File: src/pkg/dcsr_params.svh
// constants for the dual channel serdes register bank
// What this block does
// - channel A byte, first bit at bit 0
// - channel B byte, same ascending order
// - B mask bit set for valid data bit
// - B mask read-only, writes ignored
// - B all-valid flag means all bits valid
// - A all-valid flag means all bits valid
// - enable bit 3 gates underflow interrupt
// - enable bit 2 gates overflow interrupt
// - enable bit 1 gates done interrupt
// - enable bit 0 gates empty interrupt
// - status flags set regardless of enables
// - full A set on transfer into register
// - overflow on unread load, underflow on empty read
`ifndef DCSR_PARAMS_SVH
`define DCSR_PARAMS_SVH
`define DCSR_OFS_RX_STAT   6'h08
`define DCSR_OFS_A_BYTE    6'h09
`define DCSR_OFS_A_MASK    6'h0A
`define DCSR_OFS_B_BYTE    6'h0B
`define DCSR_OFS_B_MASK    6'h0C
`define DCSR_OFS_TX_EN     6'h0D
`define DCSR_OFS_TX_STAT   6'h0E
`define DCSR_RST_BYTE      8'h00
`define DCSR_TX_EN_MASK    8'h0F
`define DCSR_BIT_UNDER     3
`define DCSR_BIT_OVER      2
`define DCSR_BIT_DONE      1
`define DCSR_BIT_EMPTY     0
`endif

File: src/pkg/dcsr_pkg.sv
// types for the dual channel serdes register bank
package dcsr_pkg;
  typedef struct packed {
    logic [7:0] data;
    logic [7:0] mask;
    logic       full;
    logic       flow;
    logic       eof;
    logic       all_valid;
  } dcsr_chan_t;
  typedef enum logic [1:0] {
    DCSR_IDLE = 2'b00,
    DCSR_READ = 2'b01
  } dcsr_rd_state_t;
endpackage

File: src/core/dcsr_chan.sv
// one receive channel: data byte, valid mask and flags
`timescale 1ns/1ps
`include "dcsr_params.svh"
module dcsr_chan
  import dcsr_pkg::*;
(
  input  wire logic            clk,
  input  wire logic            rst_n,
  input  wire logic            load,
  input  wire logic            load_eof,
  input  wire logic [7:0]      load_data,
  input  wire logic [7:0]      load_mask,
  input  wire logic            rd_byte,
  input  wire logic            rd_stat,
  output dcsr_pkg::dcsr_chan_t st
);
  import dcsr_pkg::*;

  typedef struct packed {
    dcsr_chan_t ch;
  } dcsr_chan_state_t;

  dcsr_chan_state_t st_reg;
  dcsr_chan_state_t st_next;

  // ****************
  // next state
  // ****************
  always_comb
  begin
    st_next = st_reg;
    // status read clears the sticky events; a new event below wins
    if (rd_stat)
    begin
      st_next.ch.flow = 1'b0;
      st_next.ch.eof  = 1'b0;
    end
    if (rd_byte)
    begin
      if (!st_reg.ch.full)
        st_next.ch.flow = 1'b1;
      st_next.ch.full = 1'b0;
    end
    if (load_eof)
      st_next.ch.eof = 1'b1;
    if (load)
    begin
      if (st_reg.ch.full && !rd_byte)
        st_next.ch.flow = 1'b1;
      st_next.ch.full      = 1'b1;
      st_next.ch.data      = load_data;
      st_next.ch.mask      = load_mask;
      st_next.ch.all_valid = &load_mask;
    end
  end

  always_ff @(posedge clk)
  begin
    if (!rst_n)
    begin
      st_reg <= '0;
    end
    else
    begin
      st_reg <= st_next;
    end
  end

  assign st = st_reg.ch;

  // ****************
  // checks
  // ****************
  load_full_a: assert property (@(posedge clk) disable iff (!rst_n)
    load |=> st.full)
    else $error("full not set after load");
  mask_track_a: assert property (@(posedge clk) disable iff (!rst_n)
    load |=> st.mask == $past(load_mask))
    else $error("mask not loaded");
  all_valid_a: assert property (@(posedge clk) disable iff (!rst_n)
    st.all_valid |-> st.mask == 8'hFF)
    else $error("all valid with partial mask");
  over_flag_a: assert property (@(posedge clk) disable iff (!rst_n)
    (load && st.full && !rd_byte) |=> st.flow)
    else $error("overflow missed");
  under_flag_a: assert property (@(posedge clk) disable iff (!rst_n)
    (rd_byte && !st.full) |=> st.flow)
    else $error("underflow missed");
  load_cov: cover property (@(posedge clk) disable iff (!rst_n)
    load ##[1:4] rd_byte);
endmodule

File: src/core/dcsr_top.sv
// serdes register bank: receive channels A/B and transmit irq enable
`timescale 1ns/1ps
`include "dcsr_params.svh"
module dcsr_top
  import dcsr_pkg::*;
(
  input  wire logic       clk,
  input  wire logic       rst_n,
  // register port from the serial peripheral decoder
  input  wire logic [5:0] reg_addr,
  input  wire logic       reg_wr,
  input  wire logic       reg_rd,
  input  wire logic [7:0] reg_wdata,
  output logic      [7:0] reg_rdata,
  // receive correlators, bit 0 is the first bit over the air
  input  wire logic       a_load,
  input  wire logic       a_eof,
  input  wire logic [7:0] a_data,
  input  wire logic [7:0] a_mask,
  input  wire logic       b_load,
  input  wire logic       b_eof,
  input  wire logic [7:0] b_data,
  input  wire logic [7:0] b_mask,
  // transmit serdes events, one-cycle pulses
  input  wire logic       tx_underflow,
  input  wire logic       tx_overflow,
  input  wire logic       tx_done,
  input  wire logic       tx_empty_set,
  input  wire logic       tx_empty_clr,
  output logic            irq
);
  import dcsr_pkg::*;

  // ****************
  // state and decode
  // ****************
  typedef struct packed {
    logic [7:0]     tx_en;
    logic [3:0]     tx_stat;
    logic [7:0]     rdata;
    dcsr_rd_state_t rd_state;
  } dcsr_top_state_t;

  dcsr_top_state_t s_reg;
  dcsr_top_state_t s_next;
  dcsr_chan_t      ch_a;
  dcsr_chan_t      ch_b;
  logic            rd_stb;
  logic [3:0]      tx_ev;

  function automatic logic hit(input logic [5:0] a, input logic [5:0] o);
    hit = (a == o);
  endfunction

  // read strobe fires once per read request
  assign rd_stb = reg_rd && (s_reg.rd_state == DCSR_IDLE);

  // ****************
  // receive channels
  // ****************
  dcsr_chan u_chan_a (
    .clk      (clk),
    .rst_n    (rst_n),
    .load     (a_load),
    .load_eof (a_eof),
    .load_data(a_data),
    .load_mask(a_mask),
    .rd_byte  (rd_stb && hit(reg_addr, `DCSR_OFS_A_BYTE)),
    .rd_stat  (rd_stb && hit(reg_addr, `DCSR_OFS_RX_STAT)),
    .st       (ch_a)
  );

  dcsr_chan u_chan_b (
    .clk      (clk),
    .rst_n    (rst_n),
    .load     (b_load),
    .load_eof (b_eof),
    .load_data(b_data),
    .load_mask(b_mask),
    .rd_byte  (rd_stb && hit(reg_addr, `DCSR_OFS_B_BYTE)),
    .rd_stat  (rd_stb && hit(reg_addr, `DCSR_OFS_RX_STAT)),
    .st       (ch_b)
  );

  // ****************
  // transmit status and read mux
  // ****************
  assign tx_ev = {tx_underflow, tx_overflow, tx_done, tx_empty_set};

  always_comb
  begin
    s_next = s_reg;
    s_next.rd_state = reg_rd ? DCSR_READ : DCSR_IDLE;
    // reserved enable bits are not stored, so they read back as zero
    if (reg_wr && hit(reg_addr, `DCSR_OFS_TX_EN))
      s_next.tx_en = reg_wdata & `DCSR_TX_EN_MASK;
    // status read clears underflow/overflow/done; new events win
    if (rd_stb && hit(reg_addr, `DCSR_OFS_TX_STAT))
      s_next.tx_stat[3:1] = 3'h0;
    if (tx_empty_clr)
      s_next.tx_stat[`DCSR_BIT_EMPTY] = 1'b0;
    s_next.tx_stat = s_next.tx_stat | tx_ev;
    if (rd_stb)
    begin
      case (reg_addr)
        `DCSR_OFS_RX_STAT:
          s_next.rdata = {ch_b.all_valid, ch_b.flow, ch_b.eof, ch_b.full,
                          ch_a.all_valid, ch_a.flow, ch_a.eof, ch_a.full};
        `DCSR_OFS_A_BYTE: s_next.rdata = ch_a.data;
        `DCSR_OFS_A_MASK: s_next.rdata = ch_a.mask;
        `DCSR_OFS_B_BYTE: s_next.rdata = ch_b.data;
        `DCSR_OFS_B_MASK: s_next.rdata = ch_b.mask;
        `DCSR_OFS_TX_EN:  s_next.rdata = s_reg.tx_en;
        `DCSR_OFS_TX_STAT: s_next.rdata = {4'h0, s_reg.tx_stat};
        default:          s_next.rdata = `DCSR_RST_BYTE;
      endcase
    end
  end

  // ****************
  // registers and outputs
  // ****************
  always_ff @(posedge clk)
  begin
    if (!rst_n)
    begin
      s_reg.tx_en    <= `DCSR_RST_BYTE;
      s_reg.tx_stat  <= 4'h0;
      s_reg.rdata    <= `DCSR_RST_BYTE;
      s_reg.rd_state <= DCSR_IDLE;
    end
    else
    begin
      s_reg <= s_next;
    end
  end

  assign reg_rdata = s_reg.rdata;
  // level request; it drops once the flag or its enable bit is cleared
  assign irq = |(s_reg.tx_stat & s_reg.tx_en[3:0]);

  // ****************
  // checks
  // ****************
  en_reserved_a: assert property (@(posedge clk) disable iff (!rst_n)
    s_reg.tx_en[7:4] == 4'h0)
    else $error("reserved enable bits stored");
  under_irq_a: assert property (@(posedge clk) disable iff (!rst_n)
    (s_reg.tx_stat[3] && s_reg.tx_en[3]) |-> irq)
    else $error("underflow irq missing");
  over_irq_a: assert property (@(posedge clk) disable iff (!rst_n)
    (s_reg.tx_stat[2] && s_reg.tx_en[2]) |-> irq)
    else $error("overflow irq missing");
  done_irq_a: assert property (@(posedge clk) disable iff (!rst_n)
    (s_reg.tx_stat[1] && s_reg.tx_en[1]) |-> irq)
    else $error("done irq missing");
  empty_irq_a: assert property (@(posedge clk) disable iff (!rst_n)
    (s_reg.tx_stat[0] && s_reg.tx_en[0]) |-> irq)
    else $error("empty irq missing");
  poll_flag_a: assert property (@(posedge clk) disable iff (!rst_n)
    tx_overflow |=> s_reg.tx_stat[2])
    else $error("flag not set while masked");
  irq_cause_a: assert property (@(posedge clk) disable iff (!rst_n)
    irq |-> (s_reg.tx_stat & s_reg.tx_en[3:0]) != 4'h0)
    else $error("spurious irq");
  irq_low_a: assert property (@(posedge clk) disable iff (!rst_n)
    (s_reg.tx_en[3:0] == 4'h0) |-> !irq)
    else $error("irq with all enables off");
  mask_ro_a: assert property (@(posedge clk) disable iff (!rst_n)
    (reg_wr && hit(reg_addr, `DCSR_OFS_B_MASK) && !b_load)
      |=> $stable(ch_b.mask))
    else $error("write changed mask b");

  // read mux returns the register as it stood at the read edge
  rd_a_byte_a: assert property (@(posedge clk) disable iff (!rst_n)
    (rd_stb && hit(reg_addr, `DCSR_OFS_A_BYTE))
      |=> reg_rdata == $past(ch_a.data))
    else $error("channel a byte not returned");
  rd_b_byte_a: assert property (@(posedge clk) disable iff (!rst_n)
    (rd_stb && hit(reg_addr, `DCSR_OFS_B_BYTE))
      |=> reg_rdata == $past(ch_b.data))
    else $error("channel b byte not returned");
  rd_b_mask_a: assert property (@(posedge clk) disable iff (!rst_n)
    (rd_stb && hit(reg_addr, `DCSR_OFS_B_MASK))
      |=> reg_rdata == $past(ch_b.mask))
    else $error("channel b mask not returned");
  rd_a_mask_a: assert property (@(posedge clk) disable iff (!rst_n)
    (rd_stb && hit(reg_addr, `DCSR_OFS_A_MASK))
      |=> reg_rdata == $past(ch_a.mask))
    else $error("channel a mask not returned");
  rd_rx_stat_a: assert property (@(posedge clk) disable iff (!rst_n)
    (rd_stb && hit(reg_addr, `DCSR_OFS_RX_STAT))
      |=> (reg_rdata[7] == $past(ch_b.all_valid))
        && (reg_rdata[3] == $past(ch_a.all_valid)))
    else $error("all valid flags not returned");
  en_write_a: assert property (@(posedge clk) disable iff (!rst_n)
    (reg_wr && hit(reg_addr, `DCSR_OFS_TX_EN))
      |=> s_reg.tx_en[3:0] == $past(reg_wdata[3:0]))
    else $error("enable write lost");

  // transmit flags: a new event beats a clear in the same cycle
  stat_clear_a: assert property (@(posedge clk) disable iff (!rst_n)
    (rd_stb && hit(reg_addr, `DCSR_OFS_TX_STAT) && !tx_done)
      |=> !s_reg.tx_stat[`DCSR_BIT_DONE])
    else $error("done flag not cleared by status read");
  empty_set_a: assert property (@(posedge clk) disable iff (!rst_n)
    tx_empty_set |=> s_reg.tx_stat[`DCSR_BIT_EMPTY])
    else $error("empty flag not set");
  empty_clr_a: assert property (@(posedge clk) disable iff (!rst_n)
    (tx_empty_clr && !tx_empty_set)
      |=> !s_reg.tx_stat[`DCSR_BIT_EMPTY])
    else $error("empty flag not cleared");

  // ****************
  // covers
  // ****************
  irq_cov: cover property (@(posedge clk) disable iff (!rst_n)
    $rose(irq));
  masked_ev_cov: cover property (@(posedge clk) disable iff (!rst_n)
    tx_overflow && !s_reg.tx_en[`DCSR_BIT_OVER]);
  rd_a_cov: cover property (@(posedge clk) disable iff (!rst_n)
    rd_stb && hit(reg_addr, `DCSR_OFS_A_BYTE));
  wr_en_cov: cover property (@(posedge clk) disable iff (!rst_n)
    reg_wr && hit(reg_addr, `DCSR_OFS_TX_EN));
endmodule

File: config.mk
export PLATFORM = sky130hd
export DESIGN_NAME = dcsr_top
export DESIGN_NICKNAME = d
export VERILOG_FILES = /design/src/pkg/dcsr_pkg.sv /design/src/core/dcsr_chan.sv /design/src/core/dcsr_top.sv
export VERILOG_INCLUDE_DIRS = /design/src /design/src/pkg
export SDC_FILE = /design/constraint.sdc
export NUM_CORES = 1
export LEC_CHECK = 0
export ABC_CLOCK_PERIOD_IN_PS = 4000
export BUFFER_PORTS_ARGS = -buffer_cell sky130_fd_sc_hd__clkbuf_2
export CAP_MARGIN = 20
export CORE_UTILIZATION = 30
export DETAILED_ROUTE_END_ITERATION = 8
export REMOVE_ABC_BUFFERS = 1
export SKIP_CTS_REPAIR_TIMING = 1
export SLEW_MARGIN = 20
export SYNTH_ARGS = -nofsm -noshare
export SYNTH_HDL_FRONTEND = slang
export SYNTH_HIERARCHICAL = 1
export SYNTH_SLANG_ARGS = --single-unit
File: constraint.sdc
create_clock -name clk -period 4 [get_ports clk]
set_input_delay 0.2 -clock clk [delete_from_list [all_inputs] [get_ports clk]]
set_output_delay 0.2 -clock clk [all_outputs]
set_load 0.01 [all_outputs]
==> flow_metrics.env <==
export IMPL_fp_row_count=34
export IMPL_dr_pass1_iters=6
export IMPL_yosysSeqAreaShare_pct=41.4
export IMPL_synth_area_leaders="dfxtp_1, mux2i_1, nor2b_1"
export IMPL_vdd_drop_max_uv=170
export IMPL_multi_input_area_sq_um=1420
export IMPL_cpPeakStageDelay_ns=0.69
export IMPL_syn_avg_cell_area_sq_um=9.64
export IMPL_p_sw_uw=324
export IMPL_p_int_uw=967
export IMPL_p_seq_share_pct=47.2
export IMPL_diodes=0
export IMPL_power_density_nw_per_um2=397
export IMPL_post_drt_wl_per_cell_um=14.7
export IMPL_drtIter0Drc=85
export IMPL_finalCritPeriodShare_pct=46.6
export IMPL_syn_area_sq_um=2760
export IMPL_portBuffers=63
export IMPL_path_clk_slew_ns=0.07
export IMPL_drive_above_1_share_pct=26.8
export IMPL_grt_pass1_vias=2106
export IMPL_seqCellArea_sq_um=1140
export IMPL_cp_required_ns=4.22
export IMPL_path_class="in -> reg"
export IMPL_clk_latency_ns=0.35
export IMPL_final_fill_count=908
export IMPL_numClockSinks=57
export IMPL_fp_dieW_um=97.9
export IMPL_synth_top_cell_area_share_pct=41.4
export IMPL_drv_slew=0
export IMPL_cap_violations=0
export IMPL_grt_max_degree=39
export IMPL_cts_root_buf="clkbuf_8"
export IMPL_clock_path_buffers=2
export IMPL_die_y_um=97.9
export IMPL_status="complete, but fails checks"
export IMPL_worst_ep_arrival_time_ns=2.08
export IMPL_cts_buffers=9
export IMPL_vias_per_cell=4.75
export IMPL_area_delta_synth_final_pct=18.0
export IMPL_critPathLaunchType="input pin"
export IMPL_core_sq_um=8810
export IMPL_rsz0062_at_grt="no"
export IMPL_fin_crit_ns=1.86
export IMPL_syn_inst=286
export IMPL_timing_slew_headroom_pct=54.2
export IMPL_switching_share_pct=25.1
export IMPL_die_area_sq_um=9580
export IMPL_drcViolationCount=6
export IMPL_comb_power_share_pct=10.4
export IMPL_violations="design-rule violations"
export IMPL_yosysUniqueCellTypes=37
export IMPL_start_util_pct=31.3
export IMPL_worst_pin_slew_ns=0.687
export IMPL_antenna_left=0
export IMPL_ioPinCount=68
export IMPL_fin_skew_ns=0.0113
export IMPL_tns_ns=0
export IMPL_antenna_found_initial=0
export IMPL_power_leakage_uw=0.00135
export IMPL_hp_class="in -> reg"
export IMPL_yosys_area_top_type="dfxtp_1"
export IMPL_yosysWarnings=6
export IMPL_cts_tree="done"
export IMPL_crit_fanout=17
export IMPL_grt_overflow=0
export IMPL_htree_levels=3
export IMPL_hold_ws_ns=0.0756
export IMPL_final_setup_viol_count=0
export IMPL_hold_viol_final=0
export IMPL_cp_slowest_cell="or4b_4"
export IMPL_synth_seq_cells=57
export IMPL_power_share_clock_pct=42.4
export IMPL_place_congestion=0.758
export IMPL_grt_pass1_wl_um=10500
export IMPL_vias=2130
export IMPL_track_usage_pct=14.3
export IMPL_dp_hpwl_um=4750
export IMPL_wl_um=6580
export IMPL_nets=394
export IMPL_crit_chain="clkbuf_2 > or4b_4 > nor4_1 > inv_1 > a22oi_1 > a21boi_0"
export IMPL_fmax_mhz=537
export IMPL_endpoint_kind="flip-flop"
worst max-delay path: cells and delay by family:
family,cells,cell delay [ns]
and+or+nand+nor,2,1.03
buffers and inverters,2,0.46
AOI/OAI and AO/OA,2,0.39
metrics by stage:
step                      total power (uW)  worst slack (ns)  cells  cell area, sq um  utilization (%)
after CTS                             1300              2.17    448              3250             36.9
after global placement                 754              1.87    432              3050             34.6
after floorplan                        686              2.42    260              2590                -
final                                 1290              2.14    448              3250             36.9
after global routing                  1350              1.96    448              3250             36.9
after detailed placement               758              1.80    432              3050             34.6
cells in the final DEF (no fill, tap or decap), types with 2 or more instances in the layout:
cell        synthesis  layout
a21boi_0            4       4
a21oi_1            14      14
a22oi_1             4       4
a2bb2oi_1           5       5
and2_1              6       6
clkbuf_2            0      63
clkbuf_8            0      10
clkinv_4            0       2
clkinvlp_4          0       2
dfxtp_1            57      57
inv_1               8       8
mux2_2              5       5
mux2i_1            50      50
nand2_1            11      11
nand2b_1            3       3
nand3_1             2       2
nand4_1             4       4
nor2_1              5       5
nor2b_1            43      43
nor3_1             12      12
o21a_1              3       3
o21ai_0             5       5
o21ai_1             2       2
o41ai_1             3       3
or3_1               2       2
or3b_2              2       2
cell type report:
class	instances	share of cell area [%]
Sequential cell	57	35.1
Clock inverter	6	2.08
Multi-Input combinational cell	195	43.6
Clock buffer	10	4.23
Inverter	8	0.923
Tap cell	108	4.16
Timing Repair Buffer	64	9.93
routing by layer:
layer / track usage [%] / part of all wire, % / up-vias
met4: 5.94 / 1.8 / 0
met1: 18.5 / 49 / 978
met2: 22.5 / 44 / 52
met5: 0 / 0 / -
li1: - / - / 1091
met3: 3.79 / 4.8 / 9
path summary, 6_finish.rpt:
check	depth (start not counted)	to	slack [ns]	startpoint
min	2	s_reg[0]	0.08	reg_rd
min reg2reg	2	u_chan_b/st[0]	0.45	u_chan_b/st[0]
max	6	u_chan_b/st[2]	2.14	reg_addr[2]
max reg2reg	5	u_chan_b/st[2]	2.16	s_reg[0]
logic make-up (layout without fill, tap and decap cells):
family,count (synthesis),in the layout,synth area share [%]
buffers and inverters,34,88,7.17
AND/OR/NAND/NOR,96,96,20.5
AO/OA/AOI/OAI,44,44,10.7
flip-flops,57,57,41.4
multiplexers,55,55,20.2
power by group through the flow:
| stage | Combinational, uW | Sequential [uW] | Clock, uW |
|---|---|---|---|
| after global routing | 148 | 612 | 586 |
| after CTS | 135 | 610 | 558 |
| after detailed placement | 135 | 623 | 0 |
| final | 134 | 610 | 547 |
| after global placement | 132 | 622 | 0 |
| after floorplan | 68.4 | 617 | 0 |
synth_stat cells:
library cell / n
a21boi_1: 1
a221oi_1: 1
clkbuf_1: 10
a21oi_1: 14
and4b_1: 1
and2_1: 6
or4b_4: 1
nand2b_1: 3
buf_1: 1
and4bb_2: 1
nor4_1: 1
buf_4: 8
inv_1: 8
buf_2: 2
o22ai_1: 1
nor3_1: 12
o41ai_1: 3
a2bb2oi_1: 5
mux2i_1: 50
dfxtp_1: 57
nand2_1: 11
o21ai_0: 5
or2_2: 1
a21boi_0: 4
a22oi_1: 4
or2_1: 1
or3_1: 2
o21a_1: 3
nor2b_1: 43
buf_6: 5
mux2_2: 5
or3b_2: 2
nor2_1: 5
nand3_1: 2
a311oi_2: 1
o21ai_1: 2
nand4_1: 4
(Power assumes the default switching activity.)
